--- config.mk ---
export PLATFORM = sky130hd
export DESIGN_NAME = spg_core
export DESIGN_NICKNAME = d
export VERILOG_FILES = /design/src/spg_pkg.sv /design/src/spg_core.sv
export SDC_FILE = /design/constraint.sdc
export NUM_CORES = 1
export LEC_CHECK = 0
export BUFFER_PORTS_ARGS = -buffer_cell sky130_fd_sc_hd__buf_2
export CAP_MARGIN = 20
export CORE_UTILIZATION = 60
export DETAILED_ROUTE_END_ITERATION = 8
export PLACE_DENSITY = 0.77
export REMOVE_ABC_BUFFERS = 1
export SETUP_SLACK_MARGIN = 0.3
export SLEW_MARGIN = 20
export SYNTH_ARGS = -nofsm -noshare
export SYNTH_HDL_FRONTEND = slang
export SYNTH_SLANG_ARGS = --single-unit
--- constraint.sdc ---
create_clock -name sys_clk -period 11.6 [get_ports sys_clk]
set_input_delay 1.74 -clock sys_clk [delete_from_list [all_inputs] [get_ports sys_clk]]
set_output_delay 1.74 -clock sys_clk [all_outputs]
set_load 0.1 [all_outputs]
--- src/spg_pkg.sv ---
// spg_pkg: register map, field positions, reset values and timing for the six-channel pwm
// assumes: plain register port, 16-bit data words, one operation clock
package spg_pkg;
  // ----------------------------------------
  // register offsets
  // ----------------------------------------
  localparam logic [3:0] ADDR_CTRL = 4'h0;
  localparam logic [3:0] ADDR_CONFIG = 4'h1;
  localparam logic [3:0] ADDR_COMPARE_INVERT_REG = 4'h2;
  localparam logic [3:0] ADDR_MOD = 4'h3;
  localparam logic [3:0] ADDR_DTIME = 4'h4;
  localparam logic [3:0] ADDR_PECTL = 4'h5;
  localparam logic [3:0] ADDR_STATUS = 4'h6;
  localparam logic [3:0] ADDR_VAL0 = 4'h8;
  // ----------------------------------------
  // ctrl fields
  // ----------------------------------------
  localparam int CTRL_LOAD_OKAY = 0;
  localparam int CTRL_HALF = 1;
  localparam int CTRL_ENABLE = 2;
  localparam int CTRL_PRSC_LO = 4;
  localparam int CTRL_PRSC_HI = 5;
  // ----------------------------------------
  // config fields
  // ----------------------------------------
  localparam int CFG_EDGE = 0;
  localparam int CFG_INDEP = 1;
  localparam int CFG_TOPNEG = 4;
  localparam int CFG_BOTNEG = 5;
  // ----------------------------------------
  // reset values
  // ----------------------------------------
  localparam logic [15:0] RST_CTRL = 16'h0000;
  localparam logic [15:0] RST_CONFIG = 16'h0000;
  localparam logic [14:0] RST_MOD = 15'h0000;
  localparam logic [7:0] RST_DTIME = 8'h00;
  // ----------------------------------------
  // timing
  // ----------------------------------------
  localparam int DT_PIPE_CYCLES = 2;
endpackage : spg_pkg

--- src/spg_core.sv ---
// spg_core: six-output pwm generator with prescaler, shared counter, deadtime
// assumes: single 250 MHz clock, register strobes one cycle long, read data a cycle later
//
// Decided for this implementation: the address-and-strobe port and the register offsets.
`timescale 1ns/1ns
`default_nettype none
module spg_core (
  input wire logic sys_clk,
  input wire logic rst_b,
  input wire logic clk_en,
  input wire logic [3:0] reg_addr,
  input wire logic [15:0] reg_wdata,
  input wire logic reg_wr,
  input wire logic reg_rd,
  output logic [15:0] reg_rdata,
  output logic [5:0] pwm_out
);
  // ----------------------------------------
  // registers
  // ----------------------------------------
  logic [15:0] ctrl_r;
  logic [15:0] config_reg_r;
  logic [5:0] compare_invert_reg_r;
  logic [14:0] counter_modulus_r;
  logic [7:0] deadtime_count_r;
  logic [2:0] edge_place_ctrl_reg_r;
  logic [15:0] channel_value_regs_r [6];
  logic [15:0] rdata_r;
  logic [1:0] prsc_buf_r;
  logic [14:0] mod_buf_r;
  logic [15:0] val_buf_r [6];
  logic [14:0] cnt_r;
  logic down_r;
  logic [2:0] div_r;
  logic [5:0] cmp_r;
  logic [5:0] out_r;
  logic [5:0] pin_r;
  logic [2:0] gen_d_r;
  logic [7:0] dt_cnt_r [3];
  logic load_okay;
  logic enable;
  logic edge_align_sel;
  logic [2:0] pair_independent_bit;
  logic [2:0] top_active_low;
  logic [2:0] bottom_active_low;
  logic [1:0] prescale_sel;
  logic prescale_sel_lo;
  logic prescale_sel_hi;
  logic pwm_tick;
  logic at_top;
  logic at_mid;
  logic period_start;
  logic reload_pt;
  logic do_load;
  logic [2:0] div_nxt;
  logic [14:0] cnt_nxt;
  logic down_nxt;
  logic [2:0] gen;
  logic [5:0] act;

  assign load_okay = ctrl_r[spg_pkg::CTRL_LOAD_OKAY];
  assign enable = ctrl_r[spg_pkg::CTRL_ENABLE];
  assign prescale_sel_lo = ctrl_r[spg_pkg::CTRL_PRSC_LO];
  assign prescale_sel_hi = ctrl_r[spg_pkg::CTRL_PRSC_HI];
  assign prescale_sel = {prescale_sel_hi, prescale_sel_lo};
  assign edge_align_sel = config_reg_r[spg_pkg::CFG_EDGE];
  assign pair_independent_bit = config_reg_r[spg_pkg::CFG_INDEP +: 3];
  assign top_active_low = config_reg_r[spg_pkg::CFG_TOPNEG +: 3] & 3'h7;
  assign bottom_active_low = {3{config_reg_r[spg_pkg::CFG_BOTNEG]}} & 3'h7;

  // value clamp: negative values count as zero
  function automatic logic [14:0] clamp_val(input logic [15:0] v);
    clamp_val = v[15] ? 15'h0000 : v[14:0];
  endfunction : clamp_val

  // ----------------------------------------
  // register bus
  // ----------------------------------------
  logic wr_ctrl;
  logic [15:0] rd_mux;
  assign wr_ctrl = reg_wr && reg_addr == spg_pkg::ADDR_CTRL;
  always_comb begin
    rd_mux = 16'h0000;
    case (reg_addr)
      spg_pkg::ADDR_CTRL: rd_mux = ctrl_r;
      spg_pkg::ADDR_CONFIG: rd_mux = config_reg_r;
      spg_pkg::ADDR_COMPARE_INVERT_REG: rd_mux = {10'h000, compare_invert_reg_r};
      spg_pkg::ADDR_MOD: rd_mux = {1'b0, counter_modulus_r};
      spg_pkg::ADDR_DTIME: rd_mux = {8'h00, deadtime_count_r};
      spg_pkg::ADDR_PECTL: rd_mux = {13'h0000, edge_place_ctrl_reg_r};
      spg_pkg::ADDR_STATUS: rd_mux = {down_r, cnt_r};
      default: begin
        if (reg_addr >= spg_pkg::ADDR_VAL0 && reg_addr < spg_pkg::ADDR_VAL0 + 4'h6) begin
          rd_mux = channel_value_regs_r[3'(reg_addr - spg_pkg::ADDR_VAL0)];
        end
      end
    endcase
  end

  always_ff @(posedge sys_clk or negedge rst_b) begin
    if (!rst_b) begin
      rdata_r <= 16'h0000;
    end else if (clk_en) begin
      rdata_r <= reg_rd ? rd_mux : 16'h0000;
    end
  end
  assign reg_rdata = rdata_r;

  always_ff @(posedge sys_clk or negedge rst_b) begin
    if (!rst_b) begin
      ctrl_r <= spg_pkg::RST_CTRL;
      config_reg_r <= spg_pkg::RST_CONFIG;
      compare_invert_reg_r <= 6'h00;
      counter_modulus_r <= spg_pkg::RST_MOD;
      deadtime_count_r <= spg_pkg::RST_DTIME;
      edge_place_ctrl_reg_r <= 3'h0;
    end else if (clk_en) begin
      if (wr_ctrl) begin
        ctrl_r <= reg_wdata & 16'h0037;
      end else if (do_load) begin
        ctrl_r[spg_pkg::CTRL_LOAD_OKAY] <= 1'b0;
      end
      if (reg_wr && reg_addr == spg_pkg::ADDR_CONFIG) config_reg_r <= reg_wdata & 16'h003f;
      if (reg_wr && reg_addr == spg_pkg::ADDR_COMPARE_INVERT_REG) compare_invert_reg_r <= reg_wdata[5:0];
      if (reg_wr && reg_addr == spg_pkg::ADDR_MOD) counter_modulus_r <= reg_wdata[14:0];
      if (reg_wr && reg_addr == spg_pkg::ADDR_DTIME) deadtime_count_r <= reg_wdata[7:0];
      if (reg_wr && reg_addr == spg_pkg::ADDR_PECTL) edge_place_ctrl_reg_r <= reg_wdata[2:0];
    end
  end

  genvar gi;
  generate
    for (gi = 0; gi < 6; gi++) begin : g_val
      always_ff @(posedge sys_clk or negedge rst_b) begin
        if (!rst_b) begin
          channel_value_regs_r[gi] <= 16'h0000;
          val_buf_r[gi] <= 16'h0000;
        end else if (clk_en) begin
          if (reg_wr && reg_addr == spg_pkg::ADDR_VAL0 + 4'(gi)) begin
            channel_value_regs_r[gi] <= reg_wdata;
          end
          if (do_load) val_buf_r[gi] <= channel_value_regs_r[gi];
        end
      end
    end
  endgenerate

  // ----------------------------------------
  // prescaler and counter
  // ----------------------------------------
  // pwm_tick fires once per 1,2,4 or 8 clocks from the buffered select
  assign pwm_tick = enable && ((div_r & ((3'h1 << prsc_buf_r) - 3'h1)) == 3'h0);
  assign div_nxt = enable ? div_r + 3'h1 : 3'h0;
  // zero modulus is treated as one so the counter cannot stall
  logic [14:0] mod_eff;
  assign mod_eff = (mod_buf_r == 15'h0000) ? 15'h0001 : mod_buf_r;
  assign at_top = !edge_align_sel && !down_r && cnt_r >= mod_eff;
  assign at_mid = at_top;
  assign period_start = edge_align_sel ? (cnt_r >= mod_eff - 15'h0001)
                                       : (down_r && cnt_r <= 15'h0001);
  assign reload_pt = pwm_tick && (period_start ||
                     (at_mid && ctrl_r[spg_pkg::CTRL_HALF]));
  assign do_load = (reload_pt || (enable && cnt_r == 15'h0000 && !down_r && div_r == 3'h0))
                   && load_okay;

  always_comb begin
    cnt_nxt = cnt_r;
    down_nxt = down_r;
    if (!enable) begin
      cnt_nxt = 15'h0000;
      down_nxt = 1'b0;
    end else if (pwm_tick) begin
      if (edge_align_sel) begin
        down_nxt = 1'b0;
        cnt_nxt = period_start ? 15'h0000 : cnt_r + 15'h0001;
      end else if (at_top) begin
        down_nxt = 1'b1;
        cnt_nxt = cnt_r - 15'h0001;
      end else if (period_start) begin
        down_nxt = 1'b0;
        cnt_nxt = 15'h0000;
      end else begin
        cnt_nxt = down_r ? cnt_r - 15'h0001 : cnt_r + 15'h0001;
      end
    end
  end

  always_ff @(posedge sys_clk or negedge rst_b) begin
    if (!rst_b) begin
      cnt_r <= 15'h0000;
      down_r <= 1'b0;
      div_r <= 3'h0;
      prsc_buf_r <= 2'h0;
      mod_buf_r <= 15'h0000;
    end else if (clk_en) begin
      cnt_r <= cnt_nxt;
      down_r <= down_nxt;
      div_r <= do_load ? 3'h0 : div_nxt;
      if (do_load) begin
        prsc_buf_r <= prescale_sel;
        mod_buf_r <= counter_modulus_r;
      end
    end
  end

  // ----------------------------------------
  // compare outputs
  // ----------------------------------------
  // the compare output is a set/clear latch around the counter, so one comparator
  // per edge suffices (>= or <= in center mode); inversion is applied at the latch output
  logic [5:0] cmp_nxt;
  logic [5:0] cmp_sel_val_hi;
  generate
    for (gi = 0; gi < 6; gi++) begin : g_cmp
      logic [14:0] v;
      logic [14:0] vu;
      // pairs in complementary center mode use odd value rising (counting down), even falling (counting up)
      assign vu = clamp_val(val_buf_r[gi]);
      assign v = (!pair_independent_bit[gi/2] && !edge_align_sel)
                 ? clamp_val(val_buf_r[down_r ? (gi | 1) : (gi & 4'he)]) : vu;
      always_comb begin
        cmp_nxt[gi] = cmp_r[gi];
        if (edge_align_sel) begin
          // raw pulse high from period start until count reaches value
          if (cnt_r == 15'h0000 || period_start) cmp_nxt[gi] = vu != 15'h0000;
          if (cnt_r == vu - 15'h0001 && !period_start) cmp_nxt[gi] = 1'b0;
          if (vu >= mod_eff) cmp_nxt[gi] = 1'b1;
        end else if (down_r) begin
          // the latch output lags one tick, so set one count early to keep width 2*value
          if (v >= cnt_r) cmp_nxt[gi] = 1'b1;
        end else begin
          if (v <= cnt_r) cmp_nxt[gi] = 1'b0;
        end
        if (v >= mod_eff && !edge_align_sel) cmp_nxt[gi] = 1'b1;
        if (v == 15'h0000 && !edge_align_sel) cmp_nxt[gi] = 1'b0;
      end
      assign cmp_sel_val_hi[gi] = cmp_r[gi] ^ compare_invert_reg_r[gi];
    end
  endgenerate

  always_ff @(posedge sys_clk or negedge rst_b) begin
    if (!rst_b) begin
      cmp_r <= 6'h00;
    end else if (clk_en) begin
      if (!enable) cmp_r <= 6'h00;
      else if (pwm_tick) cmp_r <= cmp_nxt;
    end
  end

  // ----------------------------------------
  // pairing, deadtime and polarity
  // ----------------------------------------
  generate
    for (gi = 0; gi < 3; gi++) begin : g_pair
      logic even_p;
      logic odd_p;
      logic dt_busy;
      assign even_p = cmp_sel_val_hi[2*gi];
      assign odd_p = cmp_sel_val_hi[2*gi+1];
      // the xor lets a pulse straddle the period boundary
      assign gen[gi] = (edge_align_sel && edge_place_ctrl_reg_r[gi]) ? (even_p ^ odd_p)
                       : even_p;
      assign dt_busy = dt_cnt_r[gi] != 8'h00;
      always_ff @(posedge sys_clk or negedge rst_b) begin
        if (!rst_b) begin
          dt_cnt_r[gi] <= 8'h00;
          gen_d_r[gi] <= 1'b0;
        end else if (clk_en) begin
          gen_d_r[gi] <= gen[gi];
          if (gen[gi] != gen_d_r[gi]) dt_cnt_r[gi] <= deadtime_count_r;
          else if (dt_busy && pwm_tick) dt_cnt_r[gi] <= dt_cnt_r[gi] - 8'h01;
        end
      end
      always_comb begin
        if (pair_independent_bit[gi]) begin
          act[2*gi] = even_p;
          act[2*gi+1] = odd_p;
        end else begin
          // the old side holds through the change cycle; the count then blanks both
          act[2*gi] = gen_d_r[gi] && !dt_busy;
          act[2*gi+1] = !gen_d_r[gi] && !dt_busy;
        end
      end
      always_ff @(posedge sys_clk or negedge rst_b) begin
        if (!rst_b) begin
          out_r[2*gi +: 2] <= 2'h0;
        end else if (clk_en) begin
          out_r[2*gi] <= act[2*gi] ^ top_active_low[gi];
          out_r[2*gi+1] <= act[2*gi+1] ^ bottom_active_low[gi];
        end
      end
    end
  endgenerate

  // second stage of the two-clock deadtime path
  always_ff @(posedge sys_clk or negedge rst_b) begin
    if (!rst_b) begin
      pin_r <= 6'h00;
    end else if (clk_en) begin
      pin_r <= out_r;
    end
  end
  assign pwm_out = pin_r;

  // ----------------------------------------
  // checks
  // ----------------------------------------
  load_clears_a: assert property (@(posedge sys_clk) disable iff (!rst_b)
    (clk_en && do_load && !wr_ctrl) |=> !load_okay)
    else $error("load okay did not clear");
  cnt_bound_a: assert property (@(posedge sys_clk) disable iff (!rst_b)
    cnt_r <= mod_eff || !enable || do_load || $past(do_load))
    else $error("counter beyond modulus");
  pipe_two_a: assert property (@(posedge sys_clk) disable iff (!rst_b)
    clk_en && $past(clk_en) |-> pin_r == $past(out_r))
    else $error("pin stage mismatch");
  dt_inactive_a: assert property (@(posedge sys_clk) disable iff (!rst_b)
    (!pair_independent_bit[0] && dt_cnt_r[0] != 8'h00) |-> !act[0] && !act[1])
    else $error("pair active during deadtime");
  no_overlap_a: assert property (@(posedge sys_clk) disable iff (!rst_b)
    !pair_independent_bit[1] |-> !(act[2] && act[3]))
    else $error("complementary overlap");
  dt_load_a: assert property (@(posedge sys_clk) disable iff (!rst_b)
    (clk_en && gen[2] != gen_d_r[2]) |=> dt_cnt_r[2] == $past(deadtime_count_r))
    else $error("deadtime not loaded");
  edge_up_a: assert property (@(posedge sys_clk) disable iff (!rst_b)
    edge_align_sel |-> !down_r || !$past(edge_align_sel))
    else $error("edge mode counting down");
  prsc_hold_a: assert property (@(posedge sys_clk) disable iff (!rst_b)
    (clk_en && !do_load) |=> prsc_buf_r == $past(prsc_buf_r))
    else $error("prescale changed without load");
endmodule : spg_core
`default_nettype wire

==> flow_summary.ini <==
[timing]
finalSetupViolations = 0
finalHoldViolCount = 0
tightest_slew_ns = 1.16
period_share = 0.624
period_needed_ns = 7.24
tns_ns = 0
rsz0062_at_grt = no
slew_violations = 0
fin_skew_ns = 0.0245
max_freq_ghz = 0.138
slew-limit-headroom = 0.229

[drt]
drt_first_iter_violations = 3461
final_antenna_net_count = 0
drt-total-wl_mm = 108
drtPass1Iterations = 7
viasPerCell = 7.25
drc = 0
via_count = 26700
routedWlPerCell_um = 29.4

[worst_setup_path]
reg2reg_slack_ns = 4.36
rr_worst_depth = 20
cp-start-kind = flip-flop
r2r-start = mod_buf_r[7]
crit_fanout = 64
cp.required_ns = 12.02
critPathKind = flip-flop to flip-flop
slowest_delay_ns = 0.79
endpoint_kind = flip-flop
reg2reg_to = val_buf_r[68]
slowest_stage = a41o_1
crit_end = val_buf_r[68]
arrival_ns = 7.66
critPathLaunch = mod_buf_r[7]
crit_chain = or4_1, nor4_1, and2_1, a41o_1, inv_1, ha_1, nand2_1, nor4_1, xnor2_1, ha_1, nand4_1, a21oi_1, a2111oi_1, o31a_1, nor2_4, a211oi_1, nor2_1, nand2_4, buf_4, mux2_1

[run_status]
status = finished clean

[final_layout]
area_delta_synth_final_pct = 7.10
nets = 3398
layout_commonest_cell = dfrtp_1
mostFrequentLayoutCells = dfrtp_1 (332), ha_1 (318), mux2_2 (258)
drive_gt1_frac = 0.160

[floorplan]
rows = 79
fp.dieArea_um2 = 48400
ios = 47
chipHeight_um = 220
die_w_um = 220
core_um2 = 46700
initial_core_util = 0.611

[clock_network]
cts_tree = built
htree_levels = 2
ctsLongestPathBuffers = 3
cts_setup_buffers = 0
clockRootBuffer = clkbuf_16
clk_pin_slew_worst_paths_ns = 0.06
clock-sinks = 332
cts_buffers = 35
clock_latency_ns = 0.56
holdBufCountCts = 0
post_cts_resized = 0

[logic_synthesis]
syn_area_um2 = 28500
ys.warnings.count = 0
synth_flop_cell = dfrtp_1
async_flop_share = 1.00
syn_area_per_cell_um2 = 9.28
netlist-cell-type-count = 97
synth_edf_count = 0
ys_seq_area_frac = 0.292
netlist_instances = 3071
synth_seq_cells = 332

[run]
cap_violations = 0

[placement]
port-buffer-count = 46
dp_hpwl_mm = 77.8
place_congestion = 1.02

[grt]
grt_pass1_vias = 25400
overflow = 0
antenna_found_initial = 6
grt_pass1_wl_mm = 161
grt_max_degree = 123
track_usage = 0.448

[min_path]
min_path_type = flip-flop to flip-flop
layer usage:
layer	track usage	part of all wire
met4	0.258	0.068
met3	0.103	0.12
met1	0.627	0.40
met5	0	0.00027
met2	0.631	0.41
stage by stage:
stage	std cells	worst slack, ns	utilization	cell area (um2)	hold slack, ns
final	3686	4.36	0.654	30500	0.493
after CTS	3684	4.52	0.654	30500	0.493
after global routing	3686	4.07	0.654	30500	0.508
after floorplan	2900	4.46	-	27800	0.457
after detailed placement	3624	4.57	0.629	29300	0.479
after global placement	3624	4.75	0.629	29300	0.467
synth_stat cells (all sizes together), types with 17 or more instances:
cell	instances	share of area
o21ai	197	0.035
ha	318	0.14
nand2	169	0.022
xnor2	108	0.033
nor4	48	0.011
o211ai	26	0.0069
inv	99	0.013
nor2b	84	0.018
o31ai	18	0.0049
nand2b	39	0.0088
o21a	32	0.0084
nor2	182	0.024
clkbuf	125	0.016
buf	46	0.0091
nand4	65	0.014
or3	25	0.0055
mux2i	32	0.011
a21oi	189	0.033
and3	18	0.0041
a31oi	32	0.0070
o22ai	26	0.0057
or4	17	0.0045
dfrtp	332	0.29
xor2	19	0.0058
mux2	330	0.13
nor3	99	0.019
a21o	65	0.017
nand3	60	0.011
critical path, delay by kind of cell (launching register included):
family	cells	cell delay, ns
and+or+nand+nor	9	2.43
AOI/OAI and AO/OA	5	2.01
buffers and inverters	2	0.99
adders and majority gates	2	0.60
DFF	1	0.40
muxes	1	0.40
xor gates and xnor gates	1	0.20
sequential cells by signal (all words and copies together), names as in the netlist:
register               flops
val_buf_r                 96
edge_place_ctrl_reg_r      3
dt_cnt_r                  24
channel_value_regs_r      96
down_r                     1
compare_invert_reg_r       6
reg_rdata                 16
out_r                      6
counter_modulus_r         15
div_r                      3
cmp_r                      6
deadtime_count_r           8
mod_buf_r                 15
cnt_r                     15
config_reg_r               6
pwm_out                    6
prsc_buf_r                 2
gen_d_r                    3
ctrl_r                     5
final cells by class:
type	count	area, um2
Multi-Input combinational cell	2463	19100
Fill cell	3710	16100
Sequential cell	332	8310
Clock buffer	49	1010
Timing Repair Buffer	118	787
Tap cell	607	759
Inverter	105	402
Clock inverter	11	136
Antenna cell	1	2.50
worst min path at each step:
stage,start,endpoint,cells past startpoint
after floorplan,val_buf_r[30],val_buf_r[30],1
after global placement,reg_rdata[10],reg_rdata[10],2
after detailed placement,reg_rdata[10],reg_rdata[10],2
after CTS,reg_rdata[10],reg_rdata[10],2
after global routing,pwm_out[3],pwm_out[3],1
final,reg_rdata[10],reg_rdata[10],2
kinds of logic after synthesis:
| family | synth area share |
|---|---|
| flops | 0.292 |
| compound gates | 0.176 |
| simple gates | 0.160 |
| buf+inv | 0.0397 |
| xor+xnor | 0.0393 |
| mux | 0.154 |
| fa+ha+maj | 0.140 |
Power is not shown: default switching activity piles up to over one toggle a cycle in this logic, so the estimate is an artifact.
